===== src/inc/adcirq_regs.vh =====
// Purpose: Register map and field constants of the converter event block
// Assumes: Wishbone byte addresses, 32-bit words
// Notes:   Reset values of every register except CTRL live here
`ifndef ADCIRQ_REGS_VH
`define ADCIRQ_REGS_VH

`define ADCIRQ_ADDR_W         8
`define ADCIRQ_OFS_STATUS     8'h08
`define ADCIRQ_OFS_MASK       8'h0c
`define ADCIRQ_OFS_RAW        8'h10
`define ADCIRQ_OFS_RESULT     8'h14
`define ADCIRQ_OFS_OFFSET     8'h18
`define ADCIRQ_OFS_UPPER      8'h24
`define ADCIRQ_OFS_LOWER      8'h28
`define ADCIRQ_OFS_CTRL       8'h30

`define ADCIRQ_BIT_CAL        0
`define ADCIRQ_BIT_EOC        2
`define ADCIRQ_BIT_WIN        3
`define ADCIRQ_EVT_USED       4'hd

`define ADCIRQ_RST_MASK       4'hf
`define ADCIRQ_RST_ZERO4      4'h0
`define ADCIRQ_RST_ZERO16     16'h0000
`define ADCIRQ_RST_ZERO32     32'h00000000
`define ADCIRQ_RST_UPPER      32'hffffffff
`define ADCIRQ_RST_LOWER      32'h00000000

`define ADCIRQ_CTRL_BYPASS    0
`define ADCIRQ_CTRL_WINEN     1

`endif


===== src/core/adcirq_win.v =====
// Purpose: Window comparator for one signed conversion sample
// Assumes: Sample and limits are two's complement
// Notes:   Limits inclusive
`timescale 1ns/1ps
module adcirq_win (
	input  wire        [15:0] sample_i,
	input  wire        [31:0] upper_limit_i,
	input  wire        [31:0] lower_limit_i,
	output wire               inside_o
);
	wire signed [31:0] ext_w;
	assign ext_w    = {{16{sample_i[15]}}, sample_i};
	assign inside_o = (ext_w <= $signed(upper_limit_i)) && (ext_w >= $signed(lower_limit_i));
endmodule


===== src/core/adcirq_top.v =====
// Purpose: Event, mask, result and offset registers of the converter
// Assumes: Classic Wishbone slave, ack one cycle after request
// Notes:   Set wins over clear-on-read
//
// Local design decision: the Wishbone interface to the registers.
`timescale 1ns/1ps
`include "adcirq_regs.vh"
module adcirq_top (
	input  wire        clk_i,
	input  wire        rst_i,
	input  wire        wb_cyc_i,
	input  wire        wb_stb_i,
	input  wire        wb_we_i,
	input  wire [31:0] wb_adr_i,
	input  wire [3:0]  wb_sel_i,
	input  wire [31:0] wb_dat_i,
	output reg  [31:0] wb_dat_o,
	output reg         wb_ack_o,
	output wire        wb_err_o,
	input  wire        cal_done_i,
	input  wire        conv_done_i,
	input  wire [15:0] conv_data_i,
	output wire [15:0] offset_o,
	output wire        bypass_o,
	output wire        irq_o
);

////////////////////////////////////////////////////////////////////////////////
// Registers

	reg  [3:0]  raw_r;
	reg  [3:0]  raw_nxt;
	reg  [3:0]  mask_r;
	reg  [31:0] result_r;
	reg  [31:0] offset_r;
	reg  [31:0] upper_r;
	reg  [31:0] lower_r;
	reg  [1:0]  ctrl_r;
	reg  [31:0] rdata_nxt;
	reg         hit_r;
	wire        inside_w;
	wire        req_w;
	wire        wr_w;
	wire        rd_w;
	wire [7:0]  ofs_w;
	wire [3:0]  masked_w;
	wire        rd_stat_w;
	wire        rd_raw_w;

	assign req_w    = wb_cyc_i && wb_stb_i && !wb_ack_o;
	assign wr_w     = req_w && wb_we_i;
	assign rd_w     = req_w && !wb_we_i;
	assign ofs_w    = wb_adr_i[`ADCIRQ_ADDR_W-1:0];
	assign wb_err_o = 1'b0;
	assign rd_stat_w = rd_w && (ofs_w == `ADCIRQ_OFS_STATUS);
	assign rd_raw_w  = rd_w && (ofs_w == `ADCIRQ_OFS_RAW);

	function [31:0] adcirq_merge;
		input [31:0] old_v;
		input [31:0] new_v;
		input [3:0]  sel_v;
		begin
			adcirq_merge = {sel_v[3] ? new_v[31:24] : old_v[31:24],
			                sel_v[2] ? new_v[23:16] : old_v[23:16],
			                sel_v[1] ? new_v[15:8]  : old_v[15:8],
			                sel_v[0] ? new_v[7:0]   : old_v[7:0]};
		end
	endfunction

	adcirq_win u_win (
		.sample_i      (conv_data_i),
		.upper_limit_i (upper_r),
		.lower_limit_i (lower_r),
		.inside_o      (inside_w)
	);

////////////////////////////////////////////////////////////////////////////////
// Events

	always @* begin
		raw_nxt = raw_r;
		if (rd_stat_w || rd_raw_w) begin
			raw_nxt = `ADCIRQ_RST_ZERO4;
		end
		if (cal_done_i) begin
			raw_nxt[`ADCIRQ_BIT_CAL] = 1'b1;
		end
		if (conv_done_i) begin
			raw_nxt[`ADCIRQ_BIT_EOC] = 1'b1;
			if (ctrl_r[`ADCIRQ_CTRL_WINEN] && inside_w) begin
				raw_nxt[`ADCIRQ_BIT_WIN] = 1'b1;
			end
		end
		raw_nxt = raw_nxt & `ADCIRQ_EVT_USED;
	end

	assign masked_w = raw_r & ~mask_r & `ADCIRQ_EVT_USED;
	assign irq_o    = |masked_w;

	always @(posedge clk_i) begin
		if (rst_i) begin
			raw_r    <= `ADCIRQ_RST_ZERO4;
			result_r <= `ADCIRQ_RST_ZERO32;
			hit_r    <= 1'b0;
		end else begin
			raw_r <= raw_nxt;
			if (conv_done_i) begin
				hit_r <= inside_w;
				if (ctrl_r[`ADCIRQ_CTRL_BYPASS]) begin
					result_r <= {`ADCIRQ_RST_ZERO16, conv_data_i};
				end else begin
					result_r <= {conv_data_i, `ADCIRQ_RST_ZERO16};
				end
			end
		end
	end

////////////////////////////////////////////////////////////////////////////////
// Offset selection

	assign bypass_o = ctrl_r[`ADCIRQ_CTRL_BYPASS];
	assign offset_o = bypass_o ? offset_r[15:0]
	                           : offset_r[31:16];

////////////////////////////////////////////////////////////////////////////////
// Bus writes

	always @(posedge clk_i) begin
		if (rst_i) begin
			mask_r   <= `ADCIRQ_RST_MASK;
			offset_r <= `ADCIRQ_RST_ZERO32;
			upper_r  <= `ADCIRQ_RST_UPPER;
			lower_r  <= `ADCIRQ_RST_LOWER;
			ctrl_r   <= 2'b00;
		end else if (wr_w) begin
			if (ofs_w == `ADCIRQ_OFS_MASK) begin
				if (wb_sel_i[0]) begin
					mask_r <= wb_dat_i[3:0];
				end
			end else if (ofs_w == `ADCIRQ_OFS_OFFSET) begin
				offset_r <= adcirq_merge(offset_r, wb_dat_i, wb_sel_i);
			end else if (ofs_w == `ADCIRQ_OFS_UPPER) begin
				upper_r <= adcirq_merge(upper_r, wb_dat_i, wb_sel_i);
			end else if (ofs_w == `ADCIRQ_OFS_LOWER) begin
				lower_r <= adcirq_merge(lower_r, wb_dat_i, wb_sel_i);
			end else if (ofs_w == `ADCIRQ_OFS_CTRL) begin
				if (wb_sel_i[0]) begin
					ctrl_r <= wb_dat_i[1:0];
				end
			end
		end
	end

////////////////////////////////////////////////////////////////////////////////
// Bus reads

	always @* begin
		rdata_nxt = `ADCIRQ_RST_ZERO32;
		if (ofs_w == `ADCIRQ_OFS_STATUS) begin
			rdata_nxt = {28'h0000000, masked_w};
		end else if (ofs_w == `ADCIRQ_OFS_MASK) begin
			rdata_nxt = {28'h0000000, mask_r};
		end else if (ofs_w == `ADCIRQ_OFS_RAW) begin
			rdata_nxt = {28'h0000000, raw_r};
		end else if (ofs_w == `ADCIRQ_OFS_RESULT) begin
			rdata_nxt = result_r;
		end else if (ofs_w == `ADCIRQ_OFS_OFFSET) begin
			rdata_nxt = offset_r;
		end else if (ofs_w == `ADCIRQ_OFS_UPPER) begin
			rdata_nxt = upper_r;
		end else if (ofs_w == `ADCIRQ_OFS_LOWER) begin
			rdata_nxt = lower_r;
		end else if (ofs_w == `ADCIRQ_OFS_CTRL) begin
			rdata_nxt = {29'h00000000, hit_r, ctrl_r};
		end
	end

	always @(posedge clk_i) begin
		if (rst_i) begin
			wb_ack_o <= 1'b0;
			wb_dat_o <= `ADCIRQ_RST_ZERO32;
		end else begin
			wb_ack_o <= req_w;
			if (rd_w) begin
				wb_dat_o <= rdata_nxt;
			end
		end
	end

endmodule


===== config.mk =====
export PLATFORM = sky130hd
export DESIGN_NAME = adcirq_top
export DESIGN_NICKNAME = d
export VERILOG_FILES = /design/src/core/adcirq_win.v /design/src/core/adcirq_top.v
export VERILOG_INCLUDE_DIRS = /design/src /design/src/inc
export SDC_FILE = /design/constraint.sdc
export NUM_CORES = 1
export LEC_CHECK = 0
export BUFFER_PORTS_ARGS = -buffer_cell sky130_fd_sc_hd__buf_4
export CORE_MARGIN = 4
export CORE_UTILIZATION = 55
export DETAILED_ROUTE_END_ITERATION = 8
export GPL_TIMING_DRIVEN = 0
export PLACE_DENSITY = 0.87
export SLEW_MARGIN = 20
export SYNTH_ARGS = -nofsm -noshare
export SYNTH_HDL_FRONTEND = slang
export SYNTH_SLANG_ARGS = --single-unit

===== constraint.sdc =====
create_clock -name clk_i -period 3.68 [get_ports clk_i]
set_input_delay 0.736 -clock clk_i [delete_from_list [all_inputs] [get_ports clk_i]]
set_output_delay 0.736 -clock clk_i [all_outputs]
set_load 0.005 [all_outputs]

==> results of run 1 <==
-- flip-flops by register name, summed over array words and instances, names as in the netlist, 2 cells and up --
register,count
raw_r,3
result_r,32
offset_r,32
wb_dat_o,32
ctrl_r,2
lower_r,32
mask_r,4
upper_r,32
-- kinds of logic after synthesis --
family	count (synthesis)	share of synthesized area, %
muxes	22	2.74
adders and majority gates	64	9.13
AOI/OAI and AO/OA	286	21.2
and+or+nand+nor	398	21.0
buffers and inverters	142	6.93
DFF	171	39.0
other	1	0.0427
-- path summary, 6_finish.rpt --
check,from,to,slack [ns],cells past startpoint
max,ctrl_r[0],offset_o[8],0.40,4
min,lower_r[19],lower_r[19],0.48,2
max reg2reg,upper_r[11],raw_r[3],0.97,9
min reg2reg,lower_r[19],lower_r[19],0.48,2
-- worst max-delay path: cells and delay by family, from the launching register on --
family,cells,cell delay [ns]
buf+inv,3,1.27
mux,1,0.43
flops,1,0.39
-- layout by cell type (no fill, tap or decap), types with 4 or more instances in the layout --
cell | netlist | routed
a22oi_1 | 93 | 93
a21oi_2 | 20 | 20
mux2i_1 | 6 | 6
o21ai_0 | 10 | 10
a21oi_1 | 130 | 130
dfxtp_1 | 171 | 171
nor2b_1 | 4 | 4
nor4_1 | 5 | 5
mux2_2 | 16 | 16
bufinv_16 | 0 | 4
nand2_1 | 133 | 133
nand4_1 | 11 | 11
buf_4 | 4 | 117
clkbuf_16 | 0 | 17
clkbuf_1 | 45 | 46
nand3_1 | 138 | 138
buf_2 | 14 | 14
nor2_1 | 74 | 74
ha_1 | 64 | 64
nand2b_1 | 6 | 6
and4_1 | 5 | 5
inv_1 | 70 | 70
buf_1 | 4 | 4
-- report_power, final --
group	leakage [uW]	switching (uW)	total [uW]	internal, uW
Combinational	0.00266	197	305	108
Sequential	0.00138	13.0	1880	1860
Clock	0.000310	765	1950	1190
Total	0.00435	975	4140	3160
-- through the flow --
step,power [uW],area (um^2),utilization [%],hold WS (ns),instances
after floorplan,2050,8770,-,0.441,1084
after global placement,2200,9890,64.1,0.460,1408
after detailed placement,2210,9890,64.1,0.464,1408
after CTS,4110,10500,68.2,0.470,1439
after global routing,4220,10500,68.2,0.488,1439
final,4140,10500,68.2,0.475,1439
-- routing by layer --
| metal | global-route usage, % | part of all wire [%] | up-vias |
|---|---|---|---|
| met5 | 0 | 0.065 | - |
| met4 | 16.9 | 5.3 | 2 |
| met3 | 11.8 | 14 | 158 |
| met2 | 50.5 | 43 | 682 |
| met1 | 41.9 | 37 | 4282 |
| li1 | - | - | 4126 |
-- layout make-up --
type                            count  area, um^2  share of cell area, %
Multi-Input combinational cell    771        4740                   45.1
Sequential cell                   171        3420                   32.5
Timing Repair Buffer              113         848                   8.06
Clock buffer                       21         470                   4.47
Buffer                             71         342                   3.25
Inverter                           71         267                   2.53
Tap cell                          211         264                   2.51
Clock inverter                     10         164                   1.56
==> results.yml, run 1 <==
floorplan:
  die_y_um: 134
  coreArea_mm2: 0.0154
  row_count: 45
  start_util_pct: 56.9
  die_w_um: 134
  dieArea_mm2: 0.0180
  num_io_pins: 143
logic_synthesis:
  netlist_instances: 1084
  synth_nets: 1239
  yosysMostFrequentCell: "dfxtp_1"
  netlist.area_leader.share_pct: 39.0
  ys_seq_elements: 171
  ys_top_cells_by_area: "dfxtp_1, ha_1, a22oi_1"
  synth_common_cells: "dfxtp_1, nand3_1, nand2_1"
  yosysTopAreaCell: "dfxtp_1"
  yosysUniqueCellTypes: 60
  postSynthAreaPerCell_um2: 8.09
  synthFlopType: "dfxtp_1"
  ys_warn_count: 0
  synth-edff-count: 0
  synth_area_mm2: 0.00877
  ys_async_sr_fraction_pct: 0
  yosysSeqAreaShare_pct: 39.0
routing:
  wl_per_cell_um: 21.2
  ant_nets: 0
  post-route-drc-count: 0
  drt-initial-drc-count: 1255
  drt_wl_total_um: 30600
  vias: 9250
  dr.pass1.iters: 9
  vias_per_cell: 6.43
grt:
  gr-usage-all-layers_pct: 33.3
  grt_overflow: 0
  grt_pass1_wl_um: 46800
  grt_pass1_vias: 8587
  antenna_found_initial: 2
  grt_max_degree: 37
timing:
  setup_viol: 0
  tns_ns: 0
  finalHoldViolations: 0
  finalCritPeriodShare_pct: 89.0
  fin_crit_ns: 3.28
  layout_setup_ws_ns: 0.403
  finClkSkew_ns: 0.00849
  drv_slew: 0
  rsz0062_at_grt: "no"
  tightestPinTransition_ns: 0.851
  slew_headroom_pct: 43.3
  clock.fmax_mhz: 305
run_status:
  status: "complete, no violations"
power_and_ir_drop:
  ir_drop_mv: 0.343
  p_per_area_mw_per_mm2: 393
  p_leak_uw: 0.00435
placed_design:
  gp_congestion: 1.01
  dp_hpwl_um: 22700
  portBuffers: 113
  place_ws_ns: 0.424
setup_path:
  critPathCaptureType: "output pin"
  crit_path_top_delay_cell: "buf_1"
  worst-path-max-fanout: 10
  arrival_ns: 2.54
  required_ns: 2.94
  path_class: "reg -> out"
  crit_path_max_incr_delay_ns: 0.61
  path_cells: "clkbuf_1, buf_1, mux2_2, buf_4"
  critPathLaunchType: "register"
hold_path:
  min_path_type: "reg -> reg"
clock_network:
  cts.reportedPaths.clkPinSlew_ns: 0.07
  numCtsBuffers: 17
  cts_tree: "built"
  clock_sinks: 171
  clk_latency_ns: 0.45
  root_buffer: "clkbuf_16"
  ctsHoldBuffers: 0
  post_cts_resized: 0
  htree_levels: 4
  clockBufferDepth: 2
  post_cts_buffers: 0
cells_and_area:
  areaGrowthSynthToFinish_pct: 19.9
  diodes: 0
  fillers: 1252
  layout-drive-gt1-share_pct: 17.3
  fin_nets: 1371
flow_run:
  maxCapViolCount: 0
Power figures use the tool's default switching activity.
==> run 2, diff against run 1 <==
--- a/config.mk
+++ b/config.mk
@@ -7,11 +7,12 @@
 export NUM_CORES = 1
 export LEC_CHECK = 0
 export BUFFER_PORTS_ARGS = -buffer_cell sky130_fd_sc_hd__buf_4
+export CORE_ASPECT_RATIO = 1.75
 export CORE_MARGIN = 4
 export CORE_UTILIZATION = 55
 export DETAILED_ROUTE_END_ITERATION = 8
 export GPL_TIMING_DRIVEN = 0
-export PLACE_DENSITY = 0.87
+export PLACE_DENSITY = 0.78
 export SLEW_MARGIN = 20
 export SYNTH_ARGS = -nofsm -noshare
 export SYNTH_HDL_FRONTEND = slang
==> run 2 against run 1 <==
  * First-iteration DRC count is 21% lower
  * Global-route usage grew 2.1 points
  * Combinational power about the same
  * Worst setup slack better by 0.041 ns
  * Critical path depth rose by 4
  * Register-to-register slack worse by 0.31 ns
  * Sequential share of layout area grew 0.25 points
  * Non-clock buffer count did not move
==> results.yml, run 2 (synthesis results as in run 1) <==
floorplan:
  dieArea_mm2: 0.0181
  start_util_pct: 56.5
  coreArea_mm2: 0.0155
  num_io_pins: 143
  die_y_um: 175
  die_w_um: 103
  row_count: 60
power_and_ir_drop:
  pwr-share-clk_pct: 45.5
  switching_share_pct: 26.0
  p_per_area_mw_per_mm2: 383
  p_switching_uw: 1040
  ir_drop_mv: 0.337
  sequentialPowerShare_pct: 46.8
  p_comb_share_pct: 7.6
  p_leak_uw: 0.00433
  p_int_uw: 2960
flow_run:
  maxCapViolCount: 0
timing:
  finalCritPeriodShare_pct: 87.9
  clock.fmax_mhz: 309
  layout_setup_ws_ns: 0.444
  drv_slew: 0
  finalHoldViolations: 0
  tightestPinTransition_ns: 1.05
  slew_headroom_pct: 29.2
  tns_ns: 0
  setup_viol: 0
  fin_crit_ns: 3.24
  finClkSkew_ns: 0.0120
  rsz0062_at_grt: "no"
setup_path:
  worst-path-max-fanout: 36
  reg2reg_slack_ns: 0.66
  required_ns: 4.06
  path_class: "in -> reg"
  rr_worst_depth: 9
  path_cells: "buf_4, ha_1, and4_1, a221oi_1, nor2b_1, or4_1, a31oi_1, a32o_1"
  timing.rr.end: "raw_r[3]"
  critPathLaunchType: "primary input"
  r2r-start: "upper_r[11]"
  crit_path_top_delay_cell: "a221oi_1"
  path_delay_family: "compound AO/OA/AOI/OAI gates"
  arrival_ns: 3.61
  critPathBufInv: 1
  crit_path_max_incr_delay_ns: 0.79
  critPathCaptureType: "register"
grt:
  grt_max_degree: 37
  grt_pass1_wl_um: 48200
  grt_pass1_vias: 8786
  gr-usage-all-layers_pct: 35.4
  grt_overflow: 0
  antenna_found_initial: 1
clock_network:
  post_cts_resized: 0
  htree_levels: 4
  clk_latency_ns: 0.44
  cts.reportedPaths.clkPinSlew_ns: 0.07
  root_buffer: "clkbuf_16"
  numCtsBuffers: 17
  clockBufferDepth: 2
  ctsHoldBuffers: 0
  post_cts_buffers: 0
  cts_tree: "built"
  clock_sinks: 171
routing:
  dr.pass1.iters: 8
  vias_per_cell: 6.45
  drt-initial-drc-count: 993
  wl_met3_um: 2730
  vias: 9129
  wl_met2_um: 15700
  ant_nets: 0
  post-route-drc-count: 0
  wl_per_cell_um: 22.5
  drt_wl_total_um: 31800
  drt-met1-wl_um: 10400
  highest-signal-layer: "met5"
cells_and_area:
  utilization_pct: 67.2
  final_cell_mix: "dfxtp_1, nand3_1, nand2_1"
  diodes: 0
  fin_nets: 1371
  layout_commonest_cell: "dfxtp_1"
  areaGrowthSynthToFinish_pct: 19.0
  fin_cells: 1415
  layout-drive-gt1-share_pct: 17.4
placed_design:
  dp_hpwl_um: 24200
  gp_congestion: 1.02
  portBuffers: 113
  dp_cells: 1383
  place_ws_ns: 0.312
hold_path:
  min_from: "offset_r[17]"
  min_to: "offset_r[17]"
  hold_depth: 2
  min_path_type: "reg -> reg"
run_status:
  status: "complete, no violations"
run 2: how the worst max path moves through the flow:
| stage | startpoint | to | slack [ns] | depth (start not counted) |
|---|---|---|---|---|
| global route | conv_data_i[15] | raw_r[3] | 0.32 | 8 |
| CTS | ctrl_r[0] | offset_o[7] | 0.56 | 4 |
| floorplan | conv_data_i[1] | raw_r[3] | 1.11 | 8 |
| finish | conv_data_i[15] | raw_r[3] | 0.44 | 8 |
| detailed placement | conv_data_i[15] | raw_r[3] | 0.31 | 8 |
| global placement | conv_data_i[15] | raw_r[3] | 0.37 | 8 |
run 2: metal layers:
metal	GRT usage, %	vias to the layer above
li1	-	4128
met1	39.1	4245
met2	58.8	577
met3	6.47	177
met4	25.6	2
met5	0	-
run 2: power groups by stage:
stage / Sequential (uW) / Clock (uW) / Combinational (uW)
final: 1870 / 1820 / 305
after global routing: 1870 / 1870 / 328
after CTS: 1870 / 1800 / 297
after detailed placement: 1920 / 0 / 295
after global placement: 1920 / 0 / 290
after floorplan: 1910 / 0 / 139
run 2: worst register-to-register path, stage by stage, from the launching register on:
cell and delay, ns:
dfxtp_1 0.37, inv_1 0.06, ha_1 0.30, a21oi_1 0.14, o21ai_0 0.14, a221oi_1 0.83, nor2b_1 0.09, or4_1 0.52
a31oi_1 0.34, a32o_1 0.18
run 2: layout make-up:
cell class | count | area [um^2]
clock inverters | 12 | 128
flip-flops and latches | 171 | 3420
fillers | 1373 | 5100
multi-input cells | 771 | 4740
clock buffers | 20 | 457
inverters | 71 | 267
well taps | 186 | 233
repair buffers | 113 | 848
plain buffers | 71 | 342
run 2: per-stage QoR:
stage                     power (uW)  instance area (um^2)  hold WS, ns
after floorplan                 2050                  8770        0.441
after global placement          2210                  9860        0.459
after detailed placement        2210                  9860        0.467
after CTS                       3970                 10400        0.478
after global routing            4080                 10400        0.495
final                           4000                 10400        0.478
==> run 3, diff against run 2 <==
--- a/config.mk
+++ b/config.mk
@@ -12,8 +12,10 @@
 export CORE_UTILIZATION = 55
 export DETAILED_ROUTE_END_ITERATION = 8
 export GPL_TIMING_DRIVEN = 0
+export MAX_ROUTING_LAYER = met4
 export PLACE_DENSITY = 0.78
 export SLEW_MARGIN = 20
 export SYNTH_ARGS = -nofsm -noshare
 export SYNTH_HDL_FRONTEND = slang
 export SYNTH_SLANG_ARGS = --single-unit
+export TNS_END_PERCENT = 100
==> constraint.sdc (replaced) <==
create_clock -name clk_i -period 3.68 [get_ports clk_i]
set_input_delay 0.736 -clock clk_i [delete_from_list [all_inputs] [get_ports clk_i]]
set_output_delay 0.736 -clock clk_i [all_outputs]
set_load 0.01 [all_outputs]
==> run 3 against run 2 <==
  * Clock power up 6%
  * Sequential cell count unchanged
  * Clock skew down 0.00087 ns
  * Global-route usage up 0.40 points
  * Total power up 2.7%
  * Non-clock buffer count unchanged
  * Hold slack better by 0.0026 ns
  * Final area up 0.38%
  * Sequential share of layout area down 0.13 points
  * Largest cell class unchanged
  * Largest power group is now clock
==> results.yml, run 3 (synthesis results as in run 1) <==
timing:
  finalHoldViolations: 0
  fin_crit_ns: 3.20
  tns_ns: 0
  slew_headroom_pct: 31.8
  clock.fmax_mhz: 313
  holdWs_ns: 0.481
  finalCritPeriodShare_pct: 86.9
  tightestPinTransition_ns: 1.01
  setup_viol: 0
  finClkSkew_ns: 0.0111
  drv_slew: 0
  rsz0062_at_grt: "no"
placed_design:
  dp_cells: 1383
  gp_congestion: 1.01
  portBuffers: 113
  dp_hpwl_um: 23900
setup_path:
  path_delay_family: "buffers and inverters"
  arrival_ns: 2.46
  crit_path_max_incr_delay_ns: 0.56
  worst-path-max-fanout: 10
  critPathCaptureType: "output pin"
  path_class: "reg -> out"
  crit_path_top_delay_cell: "buf_1"
  path_cells: "clkbuf_1, buf_1, mux2_2, buf_4"
  required_ns: 2.94
  critPathLaunchType: "register"
  critPathBufInv: 3
  crit_start: "ctrl_r[0]"
  r2r-start: "upper_r[11]"
grt:
  grt_max_degree: 37
  grt_pass1_wl_um: 47600
  grt_overflow: 0
  grt_pass1_vias: 8801
  gr-usage-all-layers_pct: 35.8
  antenna_found_initial: 0
clock_network:
  numCtsBuffers: 17
  post_cts_resized: 0
  clk_latency_ns: 0.43
  ctsHoldBuffers: 0
  clock_sinks: 171
  post_cts_buffers: 0
  root_buffer: "clkbuf_16"
  cts.reportedPaths.clkPinSlew_ns: 0.07
  clockBufferDepth: 2
  htree_levels: 4
  cts_tree: "built"
routing:
  ant_nets: 0
  drt-initial-drc-count: 880
  post-route-drc-count: 0
  drt_wl_total_um: 31200
  vias: 8962
  dr.pass1.iters: 8
  wl_per_cell_um: 22.0
  vias_per_cell: 6.33
floorplan:
  num_io_pins: 143
  die_y_um: 175
  coreArea_mm2: 0.0155
  die_w_um: 103
  start_util_pct: 56.5
  row_count: 60
  dieArea_mm2: 0.0181
power_and_ir_drop:
  p_leak_uw: 0.00434
  p_per_area_mw_per_mm2: 392
  p_total_uw: 4110
  ir_drop_mv: 0.346
cells_and_area:
  layout-drive-gt1-share_pct: 17.5
  fin_cells: 1415
  diodes: 0
  layout_commonest_cell: "dfxtp_1"
  areaGrowthSynthToFinish_pct: 19.4
  fin_nets: 1371
  utilization_pct: 67.4
  final_cell_mix: "dfxtp_1, nand3_1, nand2_1"
hold_path:
  min_from: "lower_r[8]"
  min_path_type: "reg -> reg"
run_status:
  status: "complete, no violations"
flow_run:
  maxCapViolCount: 0
## run 3: cell types whose count changed in the layout (fill, tap and decap cells not counted), sizes merged
| cell | before | now |
|---|---|---|
| clkinvlp | 1 | 2 |
| bufinv | 1 | 3 |
| clkbuf | 65 | 63 |
| inv | 76 | 75 |
## run 3: layout make-up
cell class	count	area [um^2]
tap	186	233
multi-input combinational	771	4740
clock buffer	18	439
buffer	71	342
fill	1346	5060
inverter	71	267
clock inverter	14	185
timing repair buffer	113	848
sequential	171	3420
## run 3: per-layer routing
| metal | routed length (um) | GRT usage [%] | vias up |
|---|---|---|---|
| met1 | 10600 | 38.9 | 4165 |
| met3 | 2350 | 5.71 | 151 |
| li1 | - | - | 4121 |
| met4 | 2790 | 26.0 | 0 |
| met2 | 15400 | 57.5 | 525 |
| met5 | 0 | - | - |
## run 3: power breakdown
group | total (uW) | internal, uW | switching (uW)
Sequential | 1870 | 1860 | 10.5
Combinational | 305 | 107 | 198
Clock | 1930 | 1110 | 824
## run 3: final timing paths
kind	endpoint	slack, ns	cells past startpoint
setup / recovery	offset_o[7]	0.48	4
hold reg to reg	lower_r[8]	0.48	2
setup reg to reg	raw_r[3]	0.73	9
hold / removal	lower_r[8]	0.48	2
## run 3: through the flow
step	area (um^2)	setup slack, ns
2_1_floorplan	8770	1.11
3_3_place_gp	9860	0.267
3_5_place_dp	9860	0.236
4_1_cts	10500	0.531
5_1_grt	10500	0.442
6_report	10500	0.481
## run 3: worst reg2reg max path: stages, from the launching register on
cell and delay (ns):
dfxtp_1 0.36, inv_1 0.05, ha_1 0.29, a21oi_1 0.15, o21ai_0 0.17, a221oi_1 0.68, nor2b_1 0.09, or4_1 0.53
a31oi_1 0.39, a32o_1 0.18
